--- src/pkg/xadle_pkg.sv ---
// Package: encodings, field positions and reset values for the xor and direction-load executor
package xadle_pkg;
	localparam int XADLE_IW = 12;
	localparam int XADLE_DW = 8;
	// Direction-load: nine leading zeros, then a 3-bit operand
	localparam logic [8:0] XADLE_DIR_PAT = 9'h000;
	localparam int XADLE_DIR_OP_HI = 2;
	localparam logic [2:0] XADLE_DIR_FIRST = 3'h5;
	localparam logic [2:0] XADLE_DIR_LAST = 3'h7;
	localparam logic [2:0] XADLE_DIR_A = 3'h5;
	localparam logic [2:0] XADLE_DIR_B = 3'h6;
	localparam logic [2:0] XADLE_DIR_C = 3'h7;
	// Xor-literal: top four bits ones, literal in low eight
	localparam logic [3:0] XADLE_XL_PAT = 4'hF;
	localparam int XADLE_XL_HI = 11;
	localparam int XADLE_XL_LO = 8;
	// Xor-file: 0001 10df ffff
	localparam logic [5:0] XADLE_XF_PAT = 6'h06;
	localparam int XADLE_XF_HI = 11;
	localparam int XADLE_XF_LO = 6;
	localparam int XADLE_XF_DBIT = 5;
	localparam int XADLE_XF_AHI = 4;
	localparam int XADLE_AW = 5;
	// Reset values
	localparam logic [7:0] XADLE_ACC_RST = 8'h00;
	localparam logic [7:0] XADLE_DIR_RST = 8'hFF;
	typedef enum logic [1:0] {XADLE_OP_NONE, XADLE_OP_DIR, XADLE_OP_XL, XADLE_OP_XF} xadle_op_t;
endpackage : xadle_pkg

--- src/verilog/xadle_exec.sv ---
// Decode and execute of direction-load, xor-literal and xor-file instructions
// How it works
// - Direction-load copies accumulator into selected direction register; flags untouched.
// - Direction-load is nine zeros plus 3-bit operand; only 5, 6, 7 valid.
// - Xor-literal (top nibble ones) puts accumulator xor literal into accumulator.
// - Xor-file xors accumulator with the addressed file register.
// - Xor-file destination bit 0 writes accumulator, 1 writes file register.
`timescale 1ns/1ns
`default_nettype none
module xadle_exec (
	// Clock and reset
	input wire logic clk,
	input wire logic rst_n,
	input wire logic clk_en,
	// Instruction issue
	input wire logic instr_valid,
	input wire logic [11:0] instr,
	// File register bus
	output logic [4:0] file_addr,
	input wire logic [7:0] file_rdata,
	output logic file_we,
	output logic [7:0] file_wdata,
	// Zero flag
	input wire logic zero_in,
	output logic zero_q,
	// Accumulator and direction registers
	output logic [7:0] acc_q,
	output logic [7:0] port_a_direction_q,
	output logic [7:0] port_b_direction_q,
	output logic [7:0] port_c_direction_q,
	// Status
	output logic instr_illegal
);
	import xadle_pkg::*;

	xadle_op_t op;
	logic [7:0] result;
	logic [7:0] acc_d;
	logic zero_d;
	logic dir_bad;

	function automatic xadle_op_t decode(input logic [11:0] w);
		if (w[XADLE_IW-1:XADLE_DIR_OP_HI+1] == XADLE_DIR_PAT) begin
			return XADLE_OP_DIR;
		end else if (w[XADLE_XL_HI:XADLE_XL_LO] == XADLE_XL_PAT) begin
			return XADLE_OP_XL;
		end else if (w[XADLE_XF_HI:XADLE_XF_LO] == XADLE_XF_PAT) begin
			return XADLE_OP_XF;
		end
		return XADLE_OP_NONE;
	endfunction : decode

	assign op = instr_valid ? decode(instr) : XADLE_OP_NONE;
	assign dir_bad = (op == XADLE_OP_DIR) &&
		((instr[XADLE_DIR_OP_HI:0] < XADLE_DIR_FIRST) || (instr[XADLE_DIR_OP_HI:0] > XADLE_DIR_LAST));
	assign instr_illegal = dir_bad;
	assign file_addr = instr[XADLE_XF_AHI:0];

	always_comb begin
		result = acc_q;
		acc_d = acc_q;
		zero_d = zero_in;
		case (op)
			XADLE_OP_XL: begin
				result = acc_q ^ instr[XADLE_DW-1:0];
				acc_d = result;
				zero_d = (result == 8'h00);
			end
			XADLE_OP_XF: begin
				result = acc_q ^ file_rdata;
				if (!instr[XADLE_XF_DBIT]) begin
					acc_d = result;
				end
				zero_d = (result == 8'h00);
			end
			default: begin
				result = acc_q;
			end
		endcase
	end

	assign file_we = clk_en && (op == XADLE_OP_XF) && instr[XADLE_XF_DBIT];
	assign file_wdata = result;

	always_ff @(posedge clk) begin
		if (!rst_n) begin
			acc_q <= XADLE_ACC_RST;
			zero_q <= 1'h0;
		end else if (clk_en) begin
			acc_q <= acc_d;
			zero_q <= zero_d;
		end
	end

	always_ff @(posedge clk) begin
		if (!rst_n) begin
			port_a_direction_q <= XADLE_DIR_RST;
			port_b_direction_q <= XADLE_DIR_RST;
			port_c_direction_q <= XADLE_DIR_RST;
		end else if (clk_en && op == XADLE_OP_DIR) begin
			case (instr[XADLE_DIR_OP_HI:0])
				XADLE_DIR_A: port_a_direction_q <= acc_q;
				XADLE_DIR_B: port_b_direction_q <= acc_q;
				XADLE_DIR_C: port_c_direction_q <= acc_q;
				default: begin
				end
			endcase
		end
	end

	property p_dir_a;
		@(posedge clk) disable iff (!rst_n)
		(clk_en && op == XADLE_OP_DIR && instr[XADLE_DIR_OP_HI:0] == XADLE_DIR_A) |=>
			port_a_direction_q == $past(acc_q);
	endproperty
	a_dir_a: assert property (p_dir_a) else $error("dir A not loaded");
	property p_dir_b;
		@(posedge clk) disable iff (!rst_n)
		(clk_en && op == XADLE_OP_DIR && instr[XADLE_DIR_OP_HI:0] == XADLE_DIR_B) |=>
			port_b_direction_q == $past(acc_q) && $stable(port_a_direction_q);
	endproperty
	a_dir_b: assert property (p_dir_b) else $error("dir B not loaded");
	property p_dir_c;
		@(posedge clk) disable iff (!rst_n)
		(clk_en && op == XADLE_OP_DIR && instr[XADLE_DIR_OP_HI:0] == XADLE_DIR_C) |=>
			port_c_direction_q == $past(acc_q) && $stable(port_b_direction_q);
	endproperty
	a_dir_c: assert property (p_dir_c) else $error("dir C not loaded");
	property p_dir_flag;
		@(posedge clk) disable iff (!rst_n)
		(clk_en && op == XADLE_OP_DIR) |=> zero_q == $past(zero_in) && acc_q == $past(acc_q);
	endproperty
	a_dir_flag: assert property (p_dir_flag) else $error("dir load changed state");
	property p_dir_bad;
		@(posedge clk) disable iff (!rst_n)
		(clk_en && dir_bad) |=> $stable(port_a_direction_q) && $stable(port_b_direction_q)
			&& $stable(port_c_direction_q);
	endproperty
	a_dir_bad: assert property (p_dir_bad) else $error("invalid operand wrote");
	property p_dir_low;
		@(posedge clk) disable iff (!rst_n)
		(instr_valid && instr[XADLE_IW-1:XADLE_DIR_OP_HI+1] == XADLE_DIR_PAT) |->
			instr_illegal == (instr[XADLE_DIR_OP_HI:0] < XADLE_DIR_FIRST);
	endproperty
	a_dir_low: assert property (p_dir_low) else $error("operand flag wrong");
	property p_xl;
		@(posedge clk) disable iff (!rst_n)
		(clk_en && op == XADLE_OP_XL) |=> acc_q == ($past(acc_q) ^ $past(instr[7:0]));
	endproperty
	a_xl: assert property (p_xl) else $error("literal xor wrong");
	property p_xl_nowe;
		@(posedge clk) disable iff (!rst_n)
		(instr_valid && instr[XADLE_XL_HI:XADLE_XL_LO] == XADLE_XL_PAT) |-> !file_we;
	endproperty
	a_xl_nowe: assert property (p_xl_nowe) else $error("literal xor wrote file");
	property p_xf_data;
		@(posedge clk) disable iff (!rst_n)
		(op == XADLE_OP_XF) |-> file_wdata == (acc_q ^ file_rdata);
	endproperty
	a_xf_data: assert property (p_xf_data) else $error("file xor wrong");
	property p_xf_w;
		@(posedge clk) disable iff (!rst_n)
		(clk_en && op == XADLE_OP_XF && !instr[XADLE_XF_DBIT]) |=> acc_q == $past(file_wdata);
	endproperty
	a_xf_w: assert property (p_xf_w) else $error("acc dest not written");
	property p_xf_f;
		@(posedge clk) disable iff (!rst_n)
		(clk_en && op == XADLE_OP_XF && instr[XADLE_XF_DBIT]) |-> file_we ##1 $stable(acc_q);
	endproperty
	a_xf_f: assert property (p_xf_f) else $error("file dest wrong");
	property p_we_src;
		@(posedge clk) disable iff (!rst_n)
		file_we |-> clk_en && instr_valid && instr[XADLE_XF_DBIT]
			&& instr[XADLE_XF_HI:XADLE_XF_LO] == XADLE_XF_PAT;
	endproperty
	a_we_src: assert property (p_we_src) else $error("stray file write");
	property p_zero;
		@(posedge clk) disable iff (!rst_n)
		(clk_en && (op == XADLE_OP_XL || op == XADLE_OP_XF)) |=> zero_q == ($past(result) == 8'h00);
	endproperty
	a_zero: assert property (p_zero) else $error("zero flag wrong");
	property p_idle;
		@(posedge clk) disable iff (!rst_n)
		(clk_en && !instr_valid) |=> $stable(acc_q) && zero_q == $past(zero_in);
	endproperty
	a_idle: assert property (p_idle) else $error("idle cycle changed state");
	property p_hold;
		@(posedge clk) disable iff (!rst_n)
		!clk_en |=> $stable(acc_q) && $stable(zero_q) && $stable(port_a_direction_q)
			&& $stable(port_b_direction_q) && $stable(port_c_direction_q);
	endproperty
	a_hold: assert property (p_hold) else $error("state moved while disabled");

	c_xl_zero: cover property (@(posedge clk) clk_en && op == XADLE_OP_XL && result == 8'h00);
	c_xf_file: cover property (@(posedge clk) file_we);
	c_xf_acc: cover property (@(posedge clk) clk_en && op == XADLE_OP_XF && !instr[XADLE_XF_DBIT]);
	c_dir_c: cover property (@(posedge clk) clk_en && op == XADLE_OP_DIR
		&& instr[XADLE_DIR_OP_HI:0] == XADLE_DIR_C);
	c_dir_bad: cover property (@(posedge clk) clk_en && dir_bad);
endmodule : xadle_exec
`default_nettype wire
--- config.mk ---
export PLATFORM = sky130hd
export DESIGN_NAME = xadle_exec
export DESIGN_NICKNAME = d
export VERILOG_FILES = /design/src/pkg/xadle_pkg.sv /design/src/verilog/xadle_exec.sv
export SDC_FILE = /design/constraint.sdc
export NUM_CORES = 1
export LEC_CHECK = 0
export BUFFER_PORTS_ARGS = -buffer_cell sky130_fd_sc_hd__clkbuf_2
export CAP_MARGIN = 30
export CORE_MARGIN = 3
export CORE_UTILIZATION = 25
export DETAILED_ROUTE_END_ITERATION = 6
export PLACE_DENSITY_LB_ADDON = 0.08
export SLEW_MARGIN = 20
export SYNTH_ARGS = -nofsm -noshare
export SYNTH_HDL_FRONTEND = slang
export SYNTH_SLANG_ARGS = --single-unit
--- constraint.sdc ---
create_clock -name clk -period 1.8 [get_ports clk]
set_input_delay 0.09 -clock clk [delete_from_list [all_inputs] [get_ports clk]]
set_output_delay 0.09 -clock clk [all_outputs]
set_load 0.05 [all_outputs]
==> results of run 1 <==
[area by class of cell]
cell class                 count  area share
clock buffer                   7      0.0295
clock inverter                 1      0.0103
inverter                       2     0.00256
multi-input combinational    174       0.466
sequential                    33       0.229
tap                          102      0.0436
timing repair buffer          93       0.219
[path summary, 6_finish.rpt]
check                                            from                     to  depth (start not counted)
worst min-delay path                            rst_n  port_c_direction_q[4]                          2
worst max register to register               acc_q[0]                 zero_q                          4
worst max-delay path                         instr[6]          file_wdata[5]                          8
worst min register to register  port_a_direction_q[6]  port_a_direction_q[6]                          2
[logic make-up after synthesis]
kind of cell | after synthesis | synth area share
compound gates | 31 | 0.113
xor+xnor | 24 | 0.103
buf+inv | 27 | 0.0621
flops | 33 | 0.325
mux | 30 | 0.148
simple gates | 89 | 0.250
[layer usage]
metal / routed length, microns / GRT usage / vias up / part of all wire
met2: 3350 / 0.247 / 52 / 0.48
met5: 0 / 0 / - / 0
met4: 42 / 0.0367 / 0 / 0.0061
met3: 337 / 0.0328 / 5 / 0.049
met1: 3210 / 0.213 / 942 / 0.46
li1: - / - / 990 / -
[where the power goes]
group	leakage, nW	internal, W	total, W	switching [W]
Clock	0.0585	0.000451	0.000722	0.000270
Sequential	0.271	0.000733	0.000740	0.00000701
Combinational	0.978	0.0000994	0.000280	0.000180
[Yosys cell counts (all sizes together)]
| cell | count | area, sq um |
|---|---|---|
| a21oi | 2 | 10.0 |
| or4 | 4 | 30.0 |
| xor2 | 8 | 70.1 |
| nand2b | 6 | 37.5 |
| buf | 9 | 58.8 |
| a31oi | 1 | 21.3 |
| a2111o | 1 | 11.3 |
| and4b | 2 | 20.0 |
| and4 | 2 | 17.5 |
| and2 | 1 | 6.26 |
| nor3 | 17 | 85.1 |
| and3 | 1 | 6.26 |
| nor4b | 1 | 15.0 |
| o31ai | 3 | 22.5 |
| a211oi | 14 | 105 |
| xnor2 | 16 | 140 |
| nor4 | 1 | 21.3 |
| nand4 | 14 | 106 |
| clkbuf | 16 | 60.1 |
| inv | 2 | 7.51 |
| nand2 | 34 | 128 |
| o211ai | 1 | 7.51 |
| nor2b | 1 | 6.26 |
| mux2i | 30 | 300 |
| nand3 | 4 | 25.0 |
| a41oi | 2 | 17.5 |
| dfxtp | 33 | 661 |
| o21ai | 7 | 35.0 |
| nor2 | 1 | 3.75 |
[stage by stage]
step,std cells,power (W),area (sq um),worst slack [ns],hold slack [ns]
floorplan,234,0.000911,2110,0.0619,0.329
global placement,404,0.00103,2760,0.0298,0.403
detailed placement,404,0.00103,2760,0.0220,0.410
CTS,412,0.00177,2870,0.00729,0.108
global route,412,0.00182,2930,-0.00547,0.142
finish,412,0.00174,2930,0.0399,0.120
[sequential cells by signal (all words and copies together), names as in the netlist]
name / flops
port_c_direction_q: 8
zero_q: 1
port_b_direction_q: 8
acc_q: 8
port_a_direction_q: 8
[worst register-to-register path: cells and delay by family (launching register included)]
kind / cells / cell delay, ns
and+or+nand+nor: 2 / 0.61
DFF: 1 / 0.54
xor gates and xnor gates: 1 / 0.17
AOI/OAI and AO/OA: 1 / 0.10
[timing repair]
item | 4_1_cts | 5_1_grt
hold buffers | 0 | 0
setup endpoints to repair | 0 | 8
endpoints found under the hold margin | 0 | 0
buffers inserted | 0 | 0
resized for setup | 0 | 8
==> summary.txt, run 1 <==
Outcome
  • Run status: finished, final reports clean

Floorplanning
  • Die Width: 96.2 microns
  • Site Rows: 32
  • Full die area: 9260 sq um
  • Starting density of the core: 0.261
  • I/O pin cnt: 73
  • CORE AREA: 7810 sq um
  • Height of the die: 96.2 microns

Synth
  • Netlist cell types: 33
  • Synthesized area per cell: approximately 8.7 sq um
  • Cells after Synth: roughly 230
  • Register bit total from synthesis: 33
  • Yosys warnings: 0
  • Synthesized area: around 2000 sq um
  • Synthesized net count: 259
  • Seq/Total Area, Yosys: 0.325

Route
  • DRC: 0
  • Pre-antenna DRT Iters: 4
  • Detail Route Antenna Nets: 0
  • DR iter-0 viols: 68
  • Drt via density: 4.83
  • Total number of vias: slightly below 2000
  • Routed WL per cell: 16.8 microns
  • Wirelength, routed: 6.94 mm

Timing
  • Worst slew margin: 0.731
  • RSZ-0062 raised after global routing: true
  • Total negative slack: 0 ns
  • Fin. max-slew vios: 0
  • Slew at the pin closest to its max-slew limit: 0.403 ns
  • Min Tclk post-route: around 1.8 ns
  • Worst Clk Skew: around 0.0055 ns
  • Crit share post-route: 0.978
  • Hold Fails Final Rpt: 0
  • Peak Freq: 568 MHz
  • Final setup fails: 0

Worst setup path
  • Reg2reg setup slack: slightly above 0.3 ns
  • CP Cell Sequence: clkbuf_2 > or4_1 > buf_6 > nor3_1 > a211oi_1 > buf_4 > xor2_2 > buf_12
  • Worst setup path class: input pin to primary output
  • CP Max Fanout: 15
  • Critical Path Max Stage Delay: 0.55 ns
  • CP bufs+invs: 4
  • Startpoint type of the worst setup path: input pin
  • Critical path capture point type: primary output
  • Crit path DAT: roughly 1.7 ns
  • Critical path's slowest cell: or4_1
  • CP top delay family: simple AND/OR/NAND/NOR gates
  • CP required: 1.71 ns

Clock network
  • Worst-path clk slew: 0.07 ns
  • Root Buffer: clkbuf_8
  • TritonCTS Sinks: 33
  • Clock Path Buffers: 2
  • CTS tree: yes
  • Total CTS buffers: 5
  • H-tree depth: 2
  • Clk_lat worst skew: 0.28 ns

Finish
  • # diodes: 0
  • Multi-input logic area: 1360 sq um
  • Util after Layout: 0.375
  • Share of cells above drive strength 1: 0.413
  • Most common cell after layout, fill and taps aside: clkbuf_2
  • Final nets: 334
  • Area growth, synth to finish: 43.8%
  • # fillers: 844
  • Most frequent cells in the layout: clkbuf_2 (64), nand2_1 (34), mux2i_1 (30), dfxtp_1 (25), buf_4 (20)
  • Sequential cell area: 671 sq um

Power
  • Worst VDD drop: 306 uV
  • P_leak: 1.31 nW
  • Pwr Density: 595 nW/um^2

Placement
  • Gpl congestion: 0.842
  • Port bufs: between 70 and 80
  • Final HPWL DP: 4.94 mm

Flow run
  • Number of max-cap violations: 0

Global route
  • Largest net degree at the start of global routing: 32
  • Number of global-route vias before repair: 1914
  • Global-route wire length before repair: 10.8 mm
  • Initial antenna violation count: 0
  • All-Layer GR Usage: 0.155
  • Global route overflow: 0

Hold path
  • Min-delay worst type: input pin to flop
No activity file was read; power rests on OpenSTA's default activity.
==> run 2: changes to the inputs <==
--- a/config.mk
+++ b/config.mk
@@ -10,7 +10,7 @@
 export CORE_MARGIN = 3
 export CORE_UTILIZATION = 25
 export DETAILED_ROUTE_END_ITERATION = 6
-export PLACE_DENSITY_LB_ADDON = 0.08
+export PLACE_DENSITY = 0.43
 export SLEW_MARGIN = 20
 export SYNTH_ARGS = -nofsm -noshare
 export SYNTH_HDL_FRONTEND = slang
==> summary.txt, run 2 (synthesis gave the netlist of run 1 again) <==
Finish
  • # fillers: 830
  • Most frequent cells in the layout: clkbuf_2 (64), nand2_1 (34), mux2i_1 (30), dfxtp_1 (25)
  • Final cell area excluding filler cells: about 2800 sq um
  • Final nets: 327
  • Util after Layout: 0.358
  • # diodes: 0
  • Most common cell after layout, fill and taps aside: clkbuf_2
  • Share of cells above drive strength 1: 0.389
  • Area growth, synth to finish: 37.1%

Power
  • P_leak: 1.25 nW
  • Seq pwr share: 0.470
  • Worst VDD drop: 239 uV
  • Clock share of power: 0.358
  • Pwr Density: 563 nW/um^2
  • Total power: 0.00157 W
  • Comb pwr share: 0.172
  • Net Sw Frac: 0.304
  • Int Power: 0.00109 W
  • Net Sw Power: 0.000477 W

Floorplanning
  • Starting density of the core: 0.261
  • Height of the die: just under 100 microns
  • Full die area: 9260 sq um
  • Site Rows: 32
  • CORE AREA: slightly below 8000 sq um
  • Die Width: just under 100 microns
  • I/O pin cnt: 73

Clock network
  • Clk_lat worst skew: 0.29 ns
  • H-tree depth: 2
  • Root Buffer: clkbuf_8
  • Setup Fix Bufs, Post-CTS: 0
  • Clock Path Buffers: 2
  • Worst-path clk slew: 0.07 ns
  • TritonCTS Sinks: 33
  • CTS tree: yes
  • Total CTS buffers: 5
  • Post-cts resize count: 0
  • CTS Hold Bufs: 0

Route
  • Wirelength, routed: 6.75 mm
  • Routed WL per cell: 16.7 microns
  • Drt via density: 4.91
  • DR iter-0 viols: 137
  • DRC: 0
  • Total number of vias: 1987
  • Detail Route Antenna Nets: 0
  • Pre-antenna DRT Iters: 7

Timing
  • Worst slew margin: 0.653
  • Worst Clk Skew: approximately 0.005 ns
  • Slew at the pin closest to its max-slew limit: 0.519 ns
  • Hold Fails Final Rpt: 0
  • Min Tclk post-route: between 1.5 and 2 ns
  • Crit share post-route: 0.981
  • Fin. max-slew vios: 0
  • Total negative slack: 0 ns
  • Final setup fails: 0
  • RSZ-0062 raised after global routing: true
  • Peak Freq: 566 MHz

Placement
  • Gpl congestion: 0.851
  • Dpl cell area: 2710 sq um
  • Final HPWL DP: 4.82 mm
  • Port bufs: 72

Hold path
  • Hold Path Origin: rst_n
  • WHS Endpoint: acc_q[7]
  • Min-delay worst type: input pin to flop
  • Hold depth: 3

Global route
  • Global-route wire length before repair: about 10 mm
  • Initial antenna violation count: 0
  • Global route overflow: 0
  • Largest net degree at the start of global routing: 37
  • All-Layer GR Usage: 0.149
  • Number of global-route vias before repair: 1867

Worst setup path
  • Worst r2r path cells: 4
  • Reg-to-Reg Start: acc_q[3]
  • RR Endpoint: zero_q
  • CP Max Fanout: 9
  • Crit path DAT: about 1.7 ns
  • Worst setup path class: input pin to primary output
  • Startpoint type of the worst setup path: input pin
  • CP required: 1.71 ns
  • Critical path capture point type: primary output
  • Reg2reg setup slack: 0.37 ns

Flow run
  • Number of max-cap violations: 0

Outcome
  • Run status: finished, final reports clean
## run 2: cell types whose count changed in the layout (fill, tap and decap cells not counted), moves of 2 or more
cell	previous run	this run
xor2_4	2	0
nor3_1	13	16
xor2_2	6	8
buf_4	20	14
clkinv_2	0	2
nor3_2	4	1
## run 2: area by class of cell
| type | instances | area (sq um) | share of cell area |
|---|---|---|---|
| multi-input cells | 174 | 1310 | 0.471 |
| flip-flops and latches | 33 | 671 | 0.240 |
| clock buffers | 5 | 68.8 | 0.0247 |
| inverters | 2 | 7.51 | 0.00269 |
| repair buffers | 86 | 586 | 0.210 |
| well taps | 102 | 128 | 0.0457 |
| clock inverters | 3 | 17.5 | 0.00628 |
## run 2: stage by stage
stage                     hold WS, ns  worst slack, ns  instances
after floorplan                 0.329           0.0619        234
after global placement          0.406           0.0610        397
after detailed placement        0.409           0.0334        397
after CTS                      0.0974           0.0496        405
after global routing            0.118          -0.0899        405
final                           0.112           0.0336        405
## run 2: power by group through the flow
stage	combinational, W	clock, W	sequential (W)
detailed placement	0.000270	0	0.000756
global placement	0.000270	0	0.000756
finish	0.000271	0.000562	0.000739
global route	0.000292	0.000623	0.000740
CTS	0.000270	0.000584	0.000739
floorplan	0.000150	0	0.000761
## run 2: layer usage
| layer | GRT usage | vias up | wire length, microns |
|---|---|---|---|
| met5 | 0 | - | 0 |
| met4 | 0.0320 | 0 | 58 |
| met3 | 0.0305 | 6 | 401 |
| met2 | 0.233 | 72 | 3130 |
| met1 | 0.211 | 928 | 3160 |
| li1 | - | 981 | - |
## run 2: worst max path at each step
| stage | startpoint | end | slack, ns | cells after the start |
|---|---|---|---|---|
| after floorplan | instr[6] | file_wdata[0] | 0.06 | 6 |
| after global placement | instr[6] | file_wdata[1] | 0.06 | 6 |
| after detailed placement | instr[6] | file_wdata[2] | 0.03 | 6 |
| after CTS | instr[6] | file_wdata[2] | 0.05 | 6 |
| after global routing | instr[6] | file_wdata[5] | -0.09 | 6 |
| final | instr[6] | file_wdata[2] | 0.03 | 6 |
## run 2: critical path, stage by stage
cell and delay, ns:
clkbuf_2 0.11, nor4_4 0.31, nand3_2 0.28, a211oi_1 0.50, xor2_2 0.22, buf_12 0.16
